File: src/logic/tpc_pkg.sv
// Purpose: Constants and types for the 8-bit timer with PWM and capture
// Assumes: 8-bit register port, one 20 MHz clock
// Notes: Offsets are register addresses on the plain port
package tpc_pkg;
    // ****************
    // Register offsets
    // ****************
    localparam logic [7:0] TPC_OFS_CONTROL = 8'hB2;
    localparam logic [7:0] TPC_OFS_COUNT = 8'hB3;
    localparam logic [7:0] TPC_OFS_COMPARE = 8'hB4;
    localparam logic [7:0] TPC_OFS_IRQ_FLAG = 8'hB5;
    localparam logic [7:0] TPC_OFS_IRQ_MASK = 8'hB6;
    localparam logic [7:0] TPC_OFS_IRQ_POL = 8'hB7;
    // ****************
    // Reset values
    // ****************
    localparam logic [7:0] TPC_RST_CONTROL = 8'h00;
    localparam logic [7:0] TPC_RST_COUNT = 8'h00;
    localparam logic [7:0] TPC_RST_COMPARE = 8'hFF;
    localparam logic [7:0] TPC_RST_CAPTURE = 8'h00;
    localparam logic [7:0] TPC_RST_MASK = 8'h00;
    localparam logic [7:0] TPC_RST_POL = 8'h00;
    // ****************
    // Control fields
    // ****************
    localparam int TPC_BIT_ENABLE = 7;
    localparam int TPC_BIT_MODE_HI = 5;
    localparam int TPC_BIT_MODE_LO = 4;
    localparam int TPC_BIT_CLK_HI = 3;
    localparam int TPC_BIT_CLK_LO = 1;
    localparam int TPC_BIT_CLEAR = 0;
    localparam logic [7:0] TPC_CONTROL_WMASK = 8'hBE;
    // Flag register bit positions
    localparam int TPC_FLG_MATCH = 0;
    localparam int TPC_FLG_OVF = 1;
    localparam int TPC_FLG_CAPT = 2;
    localparam logic [7:0] TPC_FLAG_USED = 8'h07;
    // ****************
    // Prescaler
    // ****************
    localparam int TPC_PRE_W = 11;
    localparam logic [2:0] TPC_CLK_EXT = 3'h7;
    localparam logic [7:0] TPC_COUNT_MAX = 8'hFF;

    typedef enum logic [1:0] {
        TPC_MODE_TIMER = 2'b00,
        TPC_MODE_PWM = 2'b01,
        TPC_MODE_CAPT = 2'b10
    } tpc_mode_t;

    typedef struct packed {
        logic enable;
        logic spare;
        logic [1:0] mode;
        logic [2:0] clk_sel;
        logic clear;
    } tpc_control_t;

    typedef struct packed {
        logic [7:0] addr;
        logic [7:0] wdata;
        logic wr;
        logic rd;
    } tpc_bus_req_t;
endpackage

File: src/logic/tpc_timer.sv
// Purpose: 8-bit timer/counter with match toggle, PWM and input capture
// Assumes: One clock, pins synchronised here, plain register port
// Notes: Match and overflow flags sit in a shared flag register
`timescale 1ns/100ps
`default_nettype none
module tpc_timer
    import tpc_pkg::*;
(
    // Clock and reset
    input wire logic clk,
    input wire logic rstn,
    // Register port
    input wire tpc_bus_req_t bus,
    output logic [7:0] rdata,
    // Pins
    input wire logic ext_clock_pin,
    input wire logic capture_input_pin,
    output logic toggle_output_pin,
    // Interrupt
    output logic irq
);
    // ****************
    // Declarations
    // ****************
    tpc_control_t control_r;
    logic [7:0] count_r;
    logic [7:0] compare_r;
    logic [7:0] capture_r;
    logic [7:0] flag_r;
    logic [7:0] mask_r;
    logic polarity_r;
    logic out_r;
    logic [TPC_PRE_W-1:0] pre_r;
    logic [TPC_PRE_W-1:0] pre_nxt;
    logic [2:0] ext_sync_r;
    logic [2:0] cap_sync_r;
    logic tick;
    logic int_tick;
    logic ext_rise;
    logic cap_edge;
    logic match;
    logic wrap;
    logic mode_pwm;
    logic mode_capt;
    logic mode_timer;
    logic wr_ctl;
    logic clr_req;
    logic rd_flag;
    logic [7:0] flag_set;

    // ****************
    // Decode
    // ****************
    assign wr_ctl = bus.wr && bus.addr == TPC_OFS_CONTROL;
    assign clr_req = wr_ctl && bus.wdata[TPC_BIT_CLEAR];
    assign rd_flag = bus.rd && bus.addr == TPC_OFS_IRQ_FLAG;
    assign mode_timer = control_r.enable && control_r.mode == TPC_MODE_TIMER;
    assign mode_pwm = control_r.enable && control_r.mode == TPC_MODE_PWM;
    assign mode_capt = control_r.enable && control_r.mode[1];

    // ****************
    // Pin synchronisers
    // ****************
    always_ff @(posedge clk or negedge rstn) begin
        if (!rstn) begin
            ext_sync_r <= 3'h0;
            cap_sync_r <= 3'h0;
        end else begin
            ext_sync_r <= {ext_sync_r[1:0], ext_clock_pin};
            cap_sync_r <= {cap_sync_r[1:0], capture_input_pin};
        end
    end
    assign ext_rise = ext_sync_r[1] && !ext_sync_r[2];
    assign cap_edge = polarity_r ? (cap_sync_r[1] && !cap_sync_r[2])
                                 : (!cap_sync_r[1] && cap_sync_r[2]);

    // ****************
    // Prescaler
    // ****************
    assign pre_nxt = pre_r + 11'h001;
    always_ff @(posedge clk or negedge rstn) begin
        if (!rstn) begin
            pre_r <= '0;
        end else if (!control_r.enable) begin
            pre_r <= '0;
        end else begin
            pre_r <= pre_nxt;
        end
    end

    always_comb begin
        case (control_r.clk_sel)
            3'h0: int_tick = pre_nxt[0] && !pre_r[0];
            3'h1: int_tick = pre_nxt[1] && !pre_r[1];
            3'h2: int_tick = pre_nxt[2] && !pre_r[2];
            3'h3: int_tick = pre_nxt[4] && !pre_r[4];
            3'h4: int_tick = pre_nxt[6] && !pre_r[6];
            3'h5: int_tick = pre_nxt[8] && !pre_r[8];
            3'h6: int_tick = pre_nxt[10] && !pre_r[10];
            default: int_tick = 1'b0;
        endcase
    end
    assign tick = control_r.enable &&
                  (control_r.clk_sel == TPC_CLK_EXT ? ext_rise : int_tick);
    assign match = tick && count_r == compare_r;
    assign wrap = tick && mode_pwm && count_r == TPC_COUNT_MAX;

    // ****************
    // Control, compare, mask and polarity registers
    // ****************
    always_ff @(posedge clk or negedge rstn) begin
        if (!rstn) begin
            control_r <= TPC_RST_CONTROL;
        end else if (wr_ctl) begin
            control_r <= bus.wdata & TPC_CONTROL_WMASK;
        end
    end

    always_ff @(posedge clk or negedge rstn) begin
        if (!rstn) begin
            compare_r <= TPC_RST_COMPARE;
            mask_r <= TPC_RST_MASK;
            polarity_r <= 1'b0;
        end else if (bus.wr) begin
            if (bus.addr == TPC_OFS_COMPARE) begin
                compare_r <= bus.wdata;
            end
            if (bus.addr == TPC_OFS_IRQ_MASK) begin
                mask_r <= bus.wdata & TPC_FLAG_USED;
            end
            if (bus.addr == TPC_OFS_IRQ_POL) begin
                polarity_r <= bus.wdata[0];
            end
        end
    end

    // ****************
    // Counter
    // ****************
    always_ff @(posedge clk or negedge rstn) begin
        if (!rstn) begin
            count_r <= TPC_RST_COUNT;
        end else if (clr_req) begin
            count_r <= 8'h00;
        end else if (match && !mode_pwm) begin
            count_r <= 8'h00;
        end else if (tick) begin
            count_r <= count_r + 8'h01;
        end
    end

    // ****************
    // Capture
    // ****************
    always_ff @(posedge clk or negedge rstn) begin
        if (!rstn) begin
            capture_r <= TPC_RST_CAPTURE;
        end else if (mode_capt && cap_edge) begin
            capture_r <= count_r;
        end
    end

    // ****************
    // Output pin
    // ****************
    always_ff @(posedge clk or negedge rstn) begin
        if (!rstn) begin
            out_r <= 1'b0;
        end else if (mode_timer) begin
            if (match) begin
                out_r <= !out_r;
            end
        end else if (mode_pwm) begin
            if (wrap || clr_req) begin
                out_r <= 1'b1;
            end else if (match) begin
                out_r <= 1'b0;
            end
        end else begin
            out_r <= 1'b0;
        end
    end
    assign toggle_output_pin = out_r;

    // ****************
    // Interrupt flags
    // ****************
    always_comb begin
        flag_set = 8'h00;
        flag_set[TPC_FLG_MATCH] = match;
        flag_set[TPC_FLG_OVF] = wrap;
        flag_set[TPC_FLG_CAPT] = mode_capt && cap_edge;
    end

    always_ff @(posedge clk or negedge rstn) begin
        if (!rstn) begin
            flag_r <= 8'h00;
        end else if (rd_flag) begin
            flag_r <= flag_set;
        end else begin
            flag_r <= flag_r | flag_set;
        end
    end
    assign irq = |(flag_r & mask_r);

    // ****************
    // Read port
    // ****************
    always_ff @(posedge clk or negedge rstn) begin
        if (!rstn) begin
            rdata <= 8'h00;
        end else if (bus.rd) begin
            case (bus.addr)
                TPC_OFS_CONTROL: rdata <= control_r;
                TPC_OFS_COUNT: rdata <= count_r;
                TPC_OFS_COMPARE: rdata <= mode_capt ? capture_r : compare_r;
                TPC_OFS_IRQ_FLAG: rdata <= flag_r;
                TPC_OFS_IRQ_MASK: rdata <= mask_r;
                TPC_OFS_IRQ_POL: rdata <= {7'h00, polarity_r};
                default: rdata <= 8'h00;
            endcase
        end else begin
            rdata <= 8'h00;
        end
    end

    // ****************
    // Assertion helpers
    // ****************
    logic [8:0] high_ticks_r;
    logic clean_r;
    always_ff @(posedge clk or negedge rstn) begin
        if (!rstn) begin
            high_ticks_r <= 9'h000;
            clean_r <= 1'b0;
        end else if (wrap) begin
            high_ticks_r <= 9'h000;
            clean_r <= 1'b1;
        end else if (!mode_pwm || clr_req || (bus.wr && bus.addr == TPC_OFS_COMPARE)) begin
            clean_r <= 1'b0;
        end else if (tick && out_r) begin
            high_ticks_r <= high_ticks_r + 9'h001;
        end
    end

    // ****************
    // Assertions
    // ****************
    a_match_clears: assert property (@(posedge clk) disable iff (!rstn)
        match && !mode_pwm && !clr_req |=> count_r == 8'h00)
        else $error("counter not cleared on match");
    a_clear_wins: assert property (@(posedge clk) disable iff (!rstn)
        clr_req |=> count_r == 8'h00 && !control_r.clear)
        else $error("clear did not zero counter");
    a_pwm_wraps: assert property (@(posedge clk) disable iff (!rstn)
        tick && mode_pwm && !clr_req && !wr_ctl |=> count_r == $past(count_r) + 8'h01)
        else $error("pwm counter did not advance");
    a_ovf_flag: assert property (@(posedge clk) disable iff (!rstn)
        wrap |=> flag_r[TPC_FLG_OVF])
        else $error("overflow flag missing");
    a_match_flag: assert property (@(posedge clk) disable iff (!rstn)
        match |=> flag_r[TPC_FLG_MATCH])
        else $error("match flag missing");
    a_toggle_out: assert property (@(posedge clk) disable iff (!rstn)
        match && mode_timer && !wr_ctl |=> toggle_output_pin != $past(toggle_output_pin))
        else $error("output did not toggle");
    a_pwm_low: assert property (@(posedge clk) disable iff (!rstn)
        match && mode_pwm && !wrap && !clr_req && !wr_ctl |=> !toggle_output_pin)
        else $error("pwm output not low after match");
    a_capt_quiet: assert property (@(posedge clk) disable iff (!rstn)
        mode_capt ##1 mode_capt |-> !toggle_output_pin)
        else $error("output active in capture mode");
    a_capt_load: assert property (@(posedge clk) disable iff (!rstn)
        mode_capt && cap_edge |=> capture_r == $past(count_r))
        else $error("capture value wrong");
    a_shared_read: assert property (@(posedge clk) disable iff (!rstn)
        bus.rd && bus.addr == TPC_OFS_COMPARE && mode_capt |=> rdata == $past(capture_r))
        else $error("shared address read wrong");
    a_disabled_hold: assert property (@(posedge clk) disable iff (!rstn)
        !control_r.enable && !clr_req |=> $stable(count_r))
        else $error("count moved while disabled");
    a_ext_step: assert property (@(posedge clk) disable iff (!rstn)
        control_r.enable && control_r.clk_sel == TPC_CLK_EXT && ext_rise && !match && !clr_req
        |=> count_r == $past(count_r) + 8'h01)
        else $error("external edge not counted");
    a_ext_idle: assert property (@(posedge clk) disable iff (!rstn)
        control_r.clk_sel == TPC_CLK_EXT && !ext_rise && !clr_req |=> $stable(count_r))
        else $error("count moved without external edge");
    a_tick_step: assert property (@(posedge clk) disable iff (!rstn)
        tick && !match && !clr_req |=> count_r == $past(count_r) + 8'h01)
        else $error("count did not step on tick");
    a_idle_hold: assert property (@(posedge clk) disable iff (!rstn)
        !tick && !clr_req |=> $stable(count_r))
        else $error("count moved without tick");
    a_timer_hold: assert property (@(posedge clk) disable iff (!rstn)
        mode_timer && !match |=> toggle_output_pin == $past(toggle_output_pin))
        else $error("output toggled without match");
    a_pwm_runs: assert property (@(posedge clk) disable iff (!rstn)
        match && mode_pwm && !clr_req |=> count_r == $past(count_r) + 8'h01)
        else $error("pwm match cleared counter");
    a_pwm_match_flag: assert property (@(posedge clk) disable iff (!rstn)
        match && mode_pwm |=> flag_r[TPC_FLG_MATCH])
        else $error("pwm match flag missing");
    a_ovf_wrap: assert property (@(posedge clk) disable iff (!rstn)
        tick && mode_pwm && count_r == TPC_COUNT_MAX && !clr_req
        |=> count_r == 8'h00 && flag_r[TPC_FLG_OVF])
        else $error("wrap did not reach zero with flag");
    a_ovf_sticky: assert property (@(posedge clk) disable iff (!rstn)
        flag_r[TPC_FLG_OVF] && !rd_flag |=> flag_r[TPC_FLG_OVF])
        else $error("overflow flag lost");
    a_ovf_clear: assert property (@(posedge clk) disable iff (!rstn)
        rd_flag && !wrap |=> !flag_r[TPC_FLG_OVF])
        else $error("overflow flag not cleared by read");
    a_pwm_high: assert property (@(posedge clk) disable iff (!rstn)
        wrap |=> toggle_output_pin)
        else $error("pwm output not high after wrap");
    a_pwm_duty: assert property (@(posedge clk) disable iff (!rstn)
        wrap && clean_r && compare_r != TPC_COUNT_MAX |-> high_ticks_r == {1'b0, compare_r} + 9'h001)
        else $error("pwm high time wrong");
    a_clear_high: assert property (@(posedge clk) disable iff (!rstn)
        clr_req && mode_pwm |=> toggle_output_pin)
        else $error("pwm output not high after clear");
    a_capt_clears: assert property (@(posedge clk) disable iff (!rstn)
        match && mode_capt && !clr_req |=> count_r == 8'h00)
        else $error("capture mode match did not clear");
    a_capt_hold: assert property (@(posedge clk) disable iff (!rstn)
        !(mode_capt && cap_edge) |=> $stable(capture_r))
        else $error("capture value moved without edge");
    a_capt_flag: assert property (@(posedge clk) disable iff (!rstn)
        mode_capt && cap_edge |=> flag_r[TPC_FLG_CAPT])
        else $error("capture flag missing");
    a_capt_clear: assert property (@(posedge clk) disable iff (!rstn)
        rd_flag && !(mode_capt && cap_edge) |=> !flag_r[TPC_FLG_CAPT])
        else $error("capture flag not cleared by read");
    a_compare_write: assert property (@(posedge clk) disable iff (!rstn)
        bus.wr && bus.addr == TPC_OFS_COMPARE |=> compare_r == $past(bus.wdata))
        else $error("compare write lost");
    a_compare_read: assert property (@(posedge clk) disable iff (!rstn)
        bus.rd && bus.addr == TPC_OFS_COMPARE && !mode_capt |=> rdata == $past(compare_r))
        else $error("compare read wrong");
    a_clear_bit_low: assert property (@(posedge clk) disable iff (!rstn)
        !control_r.clear)
        else $error("clear bit stuck high");
    a_match_sticky: assert property (@(posedge clk) disable iff (!rstn)
        flag_r[TPC_FLG_MATCH] && !rd_flag |=> flag_r[TPC_FLG_MATCH])
        else $error("match flag lost");
    a_flag_clear: assert property (@(posedge clk) disable iff (!rstn)
        rd_flag && !match |=> !flag_r[TPC_FLG_MATCH])
        else $error("match flag not cleared by read");
    c_pwm_wrap: cover property (@(posedge clk) disable iff (!rstn) wrap);
    c_timer_match: cover property (@(posedge clk) disable iff (!rstn) match && mode_timer);
    c_capture: cover property (@(posedge clk) disable iff (!rstn) mode_capt && cap_edge);
    c_irq: cover property (@(posedge clk) disable iff (!rstn) irq);
    c_pwm_duty: cover property (@(posedge clk) disable iff (!rstn) wrap && clean_r);
endmodule
`default_nettype wire

File: config.mk
export PLATFORM = sky130hd
export DESIGN_NAME = tpc_timer
export DESIGN_NICKNAME = d
export VERILOG_FILES = /design/src/logic/tpc_pkg.sv /design/src/logic/tpc_timer.sv
export SDC_FILE = /design/constraint.sdc
export NUM_CORES = 1
export LEC_CHECK = 0
export ABC_AREA = 1
export BUFFER_PORTS_ARGS = -buffer_cell sky130_fd_sc_hd__buf_2
export CAP_MARGIN = 20
export CORE_AREA = 8 8 94 96
export CTS_BUF_LIST = sky130_fd_sc_hd__clkbuf_16
export DETAILED_ROUTE_END_ITERATION = 10
export DIE_AREA = 0 0 102 104
export GPL_TIMING_DRIVEN = 0
export PLACE_DENSITY = 0.67
export RECOVER_POWER = 100
export SLEW_MARGIN = 25
export SYNTH_ARGS = -nofsm -noshare
export SYNTH_HDL_FRONTEND = slang
export SYNTH_SLANG_ARGS = --single-unit
File: constraint.sdc
create_clock -name clk -period 4.2 [get_ports clk]
set_clock_uncertainty 0.1 [all_clocks]
set_input_delay 0.42 -clock clk [delete_from_list [all_inputs] [get_ports clk]]
set_output_delay 0.42 -clock clk [all_outputs]
set_load 0.05 [all_outputs]
==> run summary, run 1 <==
Outcome - completed
Number of fill cells - 748
Avg WL per Cell - 13.87 µm
Sinks on Clock Net - 63
Worst-path maximum fanout - 8
Setup tns final - 0 ns
EDFF count, synth - 0
Synth Area in XOR/XNOR - 1.356%
Synth Area in Adders - 3.100%
Place WS - 1.598 ns
Post-Syn Nets - 425
Worst vdd ir - 0.2264 mV
Total GRT Usage - 15.15%
Endpoint class of the critical path - flip-flop
Total grt overflow - 0
Via density - 4.932
Fmax - 323.9 MHz
Antenna Nets Post-Route - 0
Sequential-to-total area share from yosys stat - 49.13%
Cells after Synth - 395
Post-layout min period - 3.088 ns
Cell count after placement - 529
Synth Register Bits - 63
Count leader, synth - nand2_1
Syn. warnings - 0
Most used DFF post-synth - dfrtp_1
TritonCTS clock tree - done
Reg area - 1587 µm²
Max_slew headroom - 21.72%
Io pins - 32
CTS clk-pin slew, worst paths - 0.05 ns
Syn-to-layout area delta - 15.58%
Rows - 32
Yosys cell types - 33
Fin cells - 546
Combinational family with the most area after synthesis - simple AND/OR/NAND/NOR gates
Longest Clk Path Bufs - 2
Worst slew pin tran - 1.165 ns
Ratio of final minimum period to clock period - 73.52%
Routability cong. - 0.8774
Die footprint - 10610 µm²
1st-iter DRT viols - 165
Critical path required time - 4.27 ns
Layout Nets - 469
Post-Syn Area per Cell - 8.176 µm²
Cts repair resizes - 0
HP Class - input port to flip-flop
Top cell type's share of synthesized area - 42.62%
Top cells by instance count after synthesis - 111 x nand2_1, 55 x dfrtp_1, 54 x inv_1
Setup Viol. Count Final - 0
Synth Area in Simple Gates - 26.66%
Drt total wl - 7.575 mm
Worst skew pair latency - 0.33 ns
Dpl hpwl - 5.439 mm
Multiplexer share of the synthesized area - 2.790%
Final core utilization - 50.12%
Multi-input combinational cell area - 1329 µm²
Layout cell share with drive strength beyond 1 - 13.96%
Core area - 7447 µm²
Reg2Reg Depth - 13
Largest net degree at the start of global routing - 54
Max-cap violations - 0
# port buffers - 31
CP Class - flip-flop to flip-flop
Final hold vios - 0
Arrival @ worst endpoint - 3.16 ns
Final Max Tran Viols - 0
CP startpoint kind - flip-flop
Post-Syn Area - 3229 µm²
Ys async rst share - 100.0%
First-pass GRT wire length - 12.48 mm
Total CTS buffers - 9
DR vias - 2693
LEAKAGE - 1.866 nW
Power density over the cells - 487.1 nW/µm²
Post-route DRC - 0
Die X-Extent - 102 µm
N_diodes - 0
Drt first pass iters - 6
Height of the die - 104 µm
Hold depth - 1
Largest cells by area after synthesis - dfrtp_1 43%, nand2_1 13%, dfstp_2 6.5%
Antenna violations before repair - 0
Final worst slack - 1.112 ns
Initial Util - 43.36%
Cell accounting for the most synthesized area - dfrtp_1
Complex-gate fraction of the synthesized area - 9.570%
RSZ-0062 raised after global routing - no
Final hold slack - 0.09065 ns
Vias in the first global route - 2598
Htree depth - 3
CTS Root Buffer Type - clkbuf_16
stage by stage:
stage | cell area, µm² | total power, mW
6_report | 3732 | 1.818
5_1_grt | 3732 | 1.920
4_1_cts | 3834 | 1.834
3_5_place_dp | 3542 | 1.120
3_3_place_gp | 3512 | 1.098
2_1_floorplan | 3229 | 1.009
sequential cells by signal, summed over array words and instances, names as in the netlist, 6 cells and up:
signal / count
pre_r: 11
capture_r: 8
compare_r: 8
count_r: 8
rdata: 8
control_r: 6
cell type report:
type	instances	area share [%]
Inverter	57	5.732
Sequential cell	63	42.51
Clock buffer	9	6.034
Clock inverter	7	1.509
Multi-Input combinational cell	271	35.60
Buffer	4	0.4023
Tap cell	102	3.419
Timing Repair Buffer	33	4.794
metal layers:
layer	GRT usage, %	vias up	part of all wire [%]	routed length [µm]
li1	-	1334	-	-
met1	19.71	1266	46	3488
met2	22.53	74	44	3360
met3	3.949	19	6.8	516
met4	7.450	0	2.8	209
met5	0	-	0	0
power breakdown:
group	switching [mW]	internal, mW	total [mW]
registers	0.0840	0.700	0.784
clock network	0.257	0.449	0.706
logic	0.196	0.132	0.328
total	0.537	1.28	1.82
cells by family after synthesis:
kind of cell             after synthesis
adder cells (fa/ha/maj)                8
AO/OA/AOI/OAI                         51
XOR/XNOR                               5
multiplexers                           8
AND/OR/NAND/NOR                      199
buffers and inverters                 61
flip-flops                            63
critical path: stages, from the launching register on:
cell	delay, ns
dfrtp_1	0.42
ha_1	0.20
nand3_1	0.11
nor2_1	0.15
inv_1	0.07
nor4_1	0.20
ha_1	0.20
nand2_1	0.05
nand3_1	0.08
nand3_1	0.07
nand2_1	0.18
nand3_1	0.19
o21ai_0	0.79
nor2_1	0.11
path summary, 6_finish.rpt:
kind	startpoint	endpoint	slack (ns)
worst max-delay path	pre_r[0]	count_r[7]	1.11
worst min-delay path	ext_clock_pin	ext_sync_r[0]	0.09
worst max register to register	pre_r[0]	count_r[7]	1.11
worst min register to register	ext_sync_r[0]	ext_sync_r[1]	0.25
max in group asynchronous	rstn	compare_r[3]	2.68
min in group asynchronous	rstn	pre_r[2]	0.56
repair_timing:
| action | CTS | global route |
|---|---|---|
| endpoints found under the setup margin | 0 | 0 |
| endpoints found under the hold margin | 10 | 0 |
| hold buffers | 1 | 0 |
| setup buffers | 0 | 0 |
cell usage in the layout (no fill, tap or decap), drive strengths merged:
cell type | synthesis | layout
a21oi | 12 | 12
buf | 3 | 21
bufinv | 0 | 1
clkbuf | 1 | 24
clkinv | 1 | 5
dfrtp | 55 | 55
dfstp | 8 | 8
dlygate4sd3 | 0 | 1
ha | 8 | 8
inv | 56 | 58
mux2 | 8 | 8
nand2 | 117 | 117
nand3 | 26 | 26
nand3b | 2 | 2
nand4 | 1 | 1
nor2 | 48 | 48
nor3 | 2 | 2
nor4 | 2 | 2
o21ai | 35 | 35
o221ai | 3 | 3
o22ai | 1 | 1
or2 | 1 | 1
xor2 | 5 | 5
Note: power is estimated with default switching activity, not from simulation.
==> run 2, diff against run 1 <==
ABC_AREA = 0   (was 1)
CORE_AREA = 8 8 93 95   (was 8 8 94 96)
DIE_AREA = 0 0 101 103   (was 0 0 102 104)
PLACE_DENSITY = 0.66   (was 0.67)
clock period = 2.99 ns   (was 4.2 ns; I/O delays follow)
==> run 2 against run 1 <==
The run now ends with capacitance limit, slew limit left. Utilization grew 2.7 points. Hold slack improved by 0.014 ns. Sequential power is 33% higher. First-iteration DRC count decreased by 37%. Routed wire length decreased by 9.9%. Via count decreased by 16%. Fmax is 9.4% higher. Die area shrank 1.9%. Power grew 38%. Register-to-register slack worse by 0.94 ns. Clock power grew 54%. Highest routed layer unchanged.
==> run summary, run 2 <==
Outcome - finished with violations
Failing checks - capacitance limit, slew limit
Top cells by instance count after synthesis - 55 x dfrtp_1, 24 x mux2_2, 17 x nand2_1
Layout Nets - 348 (-26%)
Final Max Tran Viols - 33 (+33)
Synth Area in Simple Gates - 15.37% (-11 points)
CTS Root Buffer Type - clkbuf_16
Most frequent cells in the layout - 55 x dfrtp_1, 24 x mux2_2, 21 x buf_2
Rows - 31 (-3.1%)
Number of fill cells - 638 (-15%)
Cells after Synth - 269 (-32%)
Dpl hpwl - 4.711 mm (-13%)
Synth Area in XOR/XNOR - 3.633% (+2.3 points)
Via density - 5.344 (+8.3%)
RSZ-0062 raised after global routing - no
First-pass GRT wire length - 11.30 mm (-9.5%)
Final hold vios - 0 (unchanged)
Post-Syn Area - 3134 µm² (-2.9%)
Worst slew pin tran - 1.780 ns (+0.6150 ns)
Power density over the cells - 664.1 nW/µm² (+36%)
Max-cap violations - 1 (+1)
Arrival @ worst endpoint - 2.95 ns (-0.21 ns)
Avg WL per Cell - 16.17 µm (+17%)
Core area - 7137 µm² (-4.2%)
CTS clk-pin slew, worst paths - 0.05 ns (about the same)
# port buffers - 31 (unchanged)
Largest net degree at the start of global routing - 34 (-37%)
Post-layout min period - 2.822 ns (-0.2654 ns)
Ratio of final minimum period to clock period - 94.39% (+21 points)
Endpoint class of the critical path - flip-flop
Total CTS buffers - 9 (unchanged)
Final hold slack - 0.1047 ns (+0.01406 ns)
Max reg flops - 11 (unchanged)
1st-iter DRT viols - 104 (-37%)
Sinks on Clock Net - 63 (unchanged)
Longest Clk Path Bufs - 2 (unchanged)
Initial Util - 43.92% (+0.55 points)
Layout cell share with drive strength beyond 1 - 26.01% (+12 points)
EDFF count, synth - 0 (unchanged)
Largest cells by area after synthesis - dfrtp_1 44%, mux2_2 8.6%, dfstp_2 6.7%
Setup Viol. Count Final - 0 (unchanged)
Complex-gate fraction of the synthesized area - 9.182% (-0.39 points)
Commonest non-fill, non-tap cell in the layout - dfrtp_1
Total grt overflow - 0 (unchanged)
Worst skew pair latency - 0.32 ns (about the same)
Antenna Nets Post-Route - 0 (unchanged)
Post-Syn Nets - 299 (-30%)
CP startpoint kind - flip-flop
Syn. warnings - 0 (unchanged)
HP Class - input port to flip-flop
Height of the die - 103 µm (-0.96%)
Post-route DRC - 0 (unchanged)
Combinational family with the most area after synthesis - simple AND/OR/NAND/NOR gates
CP Class - flip-flop to flip-flop
Count leader, synth - dfrtp_1
Io pins - 32 (unchanged)
Synth Register Bits - 63 (unchanged)
Post-Syn Area per Cell - 11.65 µm² (+43%)
Top cell type's share of synthesized area - 43.91% (+1.3 points)
Most used DFF post-synth - dfrtp_1
Fmax - 354.3 MHz (+9.4%)
Htree depth - 3 (unchanged)
Die footprint - 10400 µm² (-1.9%)
Antenna violations before repair - 0 (unchanged)
Multiplexer share of the synthesized area - 14.85% (+12 points)
Worst vdd ir - 0.5733 mV (+150%)
DR vias - 2255 (-16%)
Drt total wl - 6.822 mm (-9.9%)
Drt first pass iters - 5 (-1)
Syn-to-layout area delta - 20.28%
N_diodes - 0 (unchanged)
Top reg by flops - pre_r
LEAKAGE - 1.787 nW (-4.3%)
PnR Total Power - 2.504 mW (+38%)
Max_slew headroom - -18.69% (-40 points)
Vias in the first global route - 2298 (-12%)
Die X-Extent - 101 µm (-0.98%)
Setup tns final - 0 ns (unchanged)
Critical path required time - 3.12 ns (-1.15 ns)
Synth Area in Adders - 3.194% (+0.094 points)
Yosys cell types - 49 (+48%)
Ys async rst share - 100.0% (unchanged)
Sequential-to-total area share from yosys stat - 50.62% (+1.5 points)
Routability cong. - 0.8720 (-0.62%)
Cell accounting for the most synthesized area - dfrtp_1
TritonCTS clock tree - done
Worst-path maximum fanout - 10 (+2)
Total GRT Usage - 14.17% (-0.97 points)
==> run 2: cell types whose count changed after synthesis, sizes merged, moves of 15 or more <==
| cell | previous run | this run |
|---|---|---|
| nand3 | 26 | 6 |
| mux2i | 0 | 15 |
| nand2 | 117 | 17 |
| mux2 | 8 | 24 |
| inv | 56 | 12 |
| o21ai | 35 | 9 |
| nor2 | 48 | 16 |
==> run 2: kinds of logic after synthesis <==
kind of cell / after synthesis
xor+xnor: 13
buf+inv: 21
flops: 63
mux: 41
compound gates: 41
fa+ha+maj: 8
simple gates: 82
==> run 2: where the power goes <==
group | switching (mW) | internal, mW
clock network | 0.365 | 0.721
registers | 0.0924 | 0.948
logic | 0.217 | 0.161
==> run 2: area by class of cell <==
cell class	instances	area, µm²	area share [%]
inverter	12	45.04	1.195
tap	99	123.9	3.286
clock inverter	7	87.58	2.323
multi-input combinational	185	1430	37.94
timing repair buffer	38	214.0	5.675
clock buffer	9	225.2	5.974
sequential	63	1587	42.08
buffer	9	57.56	1.527
==> run 2: stage by stage <==
| stage | std cells | worst slack [ns] | instance area (µm²) | utilization, % |
|---|---|---|---|---|
| 2_1_floorplan | 269 | 0.2491 | 3134 | - |
| 3_3_place_gp | 399 | 0.07469 | 3413 | 47.83 |
| 3_5_place_dp | 400 | 0.01741 | 3436 | 48.14 |
| 4_1_cts | 420 | 0.08987 | 3786 | 53.05 |
| 5_1_grt | 422 | 0.02358 | 3770 | 52.82 |
| 6_report | 422 | 0.1676 | 3770 | 52.82 |
==> run 2: repair_timing <==
item                       in CTS  in global routing
resized for setup               0                  1
hold endpoints to repair       30                  0
setup endpoints to repair       1                  2
setup buffers                   1                  2
pin swaps                       1                  1
hold buffers                    3                  0
==> run 2: path summary, 6_finish.rpt <==
path	slack, ns	cells after the start	startpoint	end
worst max-delay path	0.17	10	pre_r[0]	toggle_output_pin
worst min-delay path	0.10	3	bus[9]	control_r[7]
worst max register to register	0.17	10	pre_r[0]	toggle_output_pin
worst min register to register	0.25	0	cap_sync_r[0]	cap_sync_r[1]
max in group asynchronous	0.87	2	rstn	polarity_r
min in group asynchronous	0.89	2	rstn	control_r[4]
==> run 2: critical path, cell delays in order (launching register included) <==
cell	delay (ns)
dfrtp_1	0.41
ha_1	0.23
and3_1	0.21
and3_1	0.18
and3_1	0.18
ha_1	0.17
mux4_2	0.50
a22oi_4	0.23
buf_6	0.17
o21ai_0	0.08
a311oi_1	0.25
==> run 2: metal layers <==
layer  wire (µm)  up-vias  track usage [%]
met5           0        -                0
met2        3132       67            22.52
met1        3068     1114            17.14
met4         159        0            7.216
met3         462       14            4.254
li1            -     1060                -
==> run 3, diff against run 2 <==
CELL_PAD_IN_SITES_DETAIL_PLACEMENT = 0   (was default)
CELL_PAD_IN_SITES_GLOBAL_PLACEMENT = 1   (was default)
GPL_TIMING_DRIVEN = 1   (was 0)
PLACE_DENSITY = 0.79   (was 0.66)
==> run 3 against run 2 <==
Via count down 1.2%. Design area down 2.9%. Utilization down 1.5 points. Routed wire length up 2.5%. Critical endpoint is now count_r[5]. Critical path depth unchanged. Sequential power about the same. The flow still finishes with violations (capacitance limit, slew limit). Power down 7.8%. Hold slack worse by 0.0018 ns. Sequential cell count unchanged. First-iteration DRC count up 3.8%.
==> run summary, run 3 (same netlist as run 2, synthesis figures left out) <==
Fmax - 354.7 MHz (about the same)
Worst-path maximum fanout - 6 (-4)
Final hold slack - 0.1030 ns (-0.001758 ns)
HP Class - input port to flip-flop
N_diodes - 0 (unchanged)
Syn-to-layout area delta - 16.85%
Antenna Nets Post-Route - 0 (unchanged)
Most frequent cells in the layout - 55 x dfrtp_1, 24 x mux2_2, 19 x buf_2
Via density - 5.366 (+0.42%)
Cell count after placement - 393 (-1.8%)
Outcome - finished with violations
Failing checks - capacitance limit, slew limit
Initial Util - 43.92% (unchanged)
LEAKAGE - 1.749 nW (-2.1%)
RSZ-0062 raised after global routing - no
Worst vdd ir - 0.3222 mV (-44%)
Commonest non-fill, non-tap cell in the layout - dfrtp_1
Worst skew pair latency - 0.33 ns (about the same)
Final hold vios - 0 (unchanged)
Core area - 7137 µm² (unchanged)
Endpoint class of the critical path - flip-flop
Worst slew pin tran - 1.579 ns (-0.2011 ns)
Vias in the first global route - 2327 (+1.3%)
Height of the die - 103 µm (unchanged)
Ratio of final minimum period to clock period - 94.30% (about the same)
Die X-Extent - 101 µm (unchanged)
Io pins - 32 (unchanged)
Post-layout min period - 2.820 ns (-0.002751 ns)
DR vias - 2227 (-1.2%)
Routability cong. - 0.7903 (-9.4%)
CP startpoint kind - flip-flop
# port buffers - 31 (unchanged)
Final worst slack - 0.1704 ns (+0.002751 ns)
Place WS - 0.0009144 ns (-0.01649 ns)
PnR Total Power - 2.309 mW (-7.8%)
Power density over the cells - 630.6 nW/µm² (-5.1%)
Final core utilization - 51.31% (-1.5 points)
1st-iter DRT viols - 108 (+3.8%)
Fin cells - 415 (-1.7%)
Post-route DRC - 0 (unchanged)
Antenna violations before repair - 0 (unchanged)
Cell Area, Placed - 3395 µm² (-1.2%)
Rows - 31 (unchanged)
Layout Nets - 341 (-2.0%)
Longest Clk Path Bufs - 2 (unchanged)
Final instance area - 3662 µm² (-2.9%)
Drt first pass iters - 4 (-1)
CTS clk-pin slew, worst paths - 0.05 ns (about the same)
CTS Root Buffer Type - clkbuf_16
Total GRT Usage - 15.23% (+1.1 points)
Setup tns final - 0 ns (unchanged)
Sinks on Clock Net - 63 (unchanged)
First-pass GRT wire length - 12.10 mm (+7.1%)
Final Max Tran Viols - 28 (-15%)
Die footprint - 10400 µm² (unchanged)
Total CTS buffers - 9 (unchanged)
Htree depth - 3 (unchanged)
Max_slew headroom - -5.282% (+13 points)
Max-cap violations - 1 (unchanged)
Critical path required time - 3.06 ns (-0.06 ns)
Cts repair resizes - 0 (unchanged)
CP Class - flip-flop to flip-flop
Largest net degree at the start of global routing - 37 (+8.8%)
Arrival @ worst endpoint - 2.89 ns (-0.06 ns)
Top reg by flops - pre_r
Setup Viol. Count Final - 0 (unchanged)
Dpl hpwl - 4.906 mm (+4.1%)
Avg WL per Cell - 16.85 µm (+4.2%)
Max reg flops - 11 (unchanged)
Drt total wl - 6.992 mm (+2.5%)
TritonCTS clock tree - done
Layout cell share with drive strength beyond 1 - 24.37% (-1.6 points)
Total grt overflow - 0 (unchanged)
[run 3: cell count changes in the layout (fill, tap and decap cells not counted), sizes merged]
cell	delta
inv	+1
clkinvlp	-1
clkbuf	-1
buf	-6
clkinv	+2
bufinv	-2
[run 3: final timing paths]
kind,from,end,slack (ns),cells past startpoint
worst max-delay path,pre_r[0],count_r[5],0.17,10
worst min-delay path,bus[5],control_r[3],0.10,3
worst max register to register,pre_r[0],count_r[5],0.17,10
worst min register to register,cap_sync_r[0],cap_sync_r[1],0.25,0
max in group asynchronous,rstn,compare_r[1],1.04,3
min in group asynchronous,rstn,rdata[5],0.80,2
[run 3: what timing repair did]
item	CTS	global route
setup buffers	3	0
setup endpoints to repair	1	0
hold endpoints to repair	25	0
hold buffers	3	0
[run 3: layer usage]
| metal | global-route usage [%] | up-vias | share of wire [%] |
|---|---|---|---|
| li1 | - | 1058 | - |
| met1 | 19.13 | 1100 | 47 |
| met2 | 23.89 | 54 | 45 |
| met3 | 3.849 | 15 | 5.8 |
| met4 | 7.675 | 0 | 1.7 |
| met5 | 0 | - | 0 |
[run 3: cell type report]
cell class                      instances  area (µm²)
Fill cell                             679        3475
Sequential cell                        63        1587
Multi-Input combinational cell        185        1415
Timing Repair Buffer                   40       234.0
Clock buffer                            9       225.2
Tap cell                               99       123.9
Inverter                               12       45.04
Clock inverter                          7       32.53
[run 3: power by group]
group / total, mW / internal, mW / switching, mW / leakage (nW)
clock: 0.908 / 0.544 / 0.363 / 0.129
sequential: 1.05 / 0.948 / 0.103 / 0.804
combinational: 0.351 / 0.146 / 0.205 / 0.816
[run 3: worst max-delay path, stage by stage, from the launching register on]
cell and delay [ns]:
dfrtp_1 0.42, ha_1 0.23, and3_1 0.21, and3_1 0.18
and3_1 0.18, ha_1 0.17, mux4_2 0.49, a22oi_4 0.31
clkbuf_2 0.21, or4_1 0.12, a21oi_1 0.06
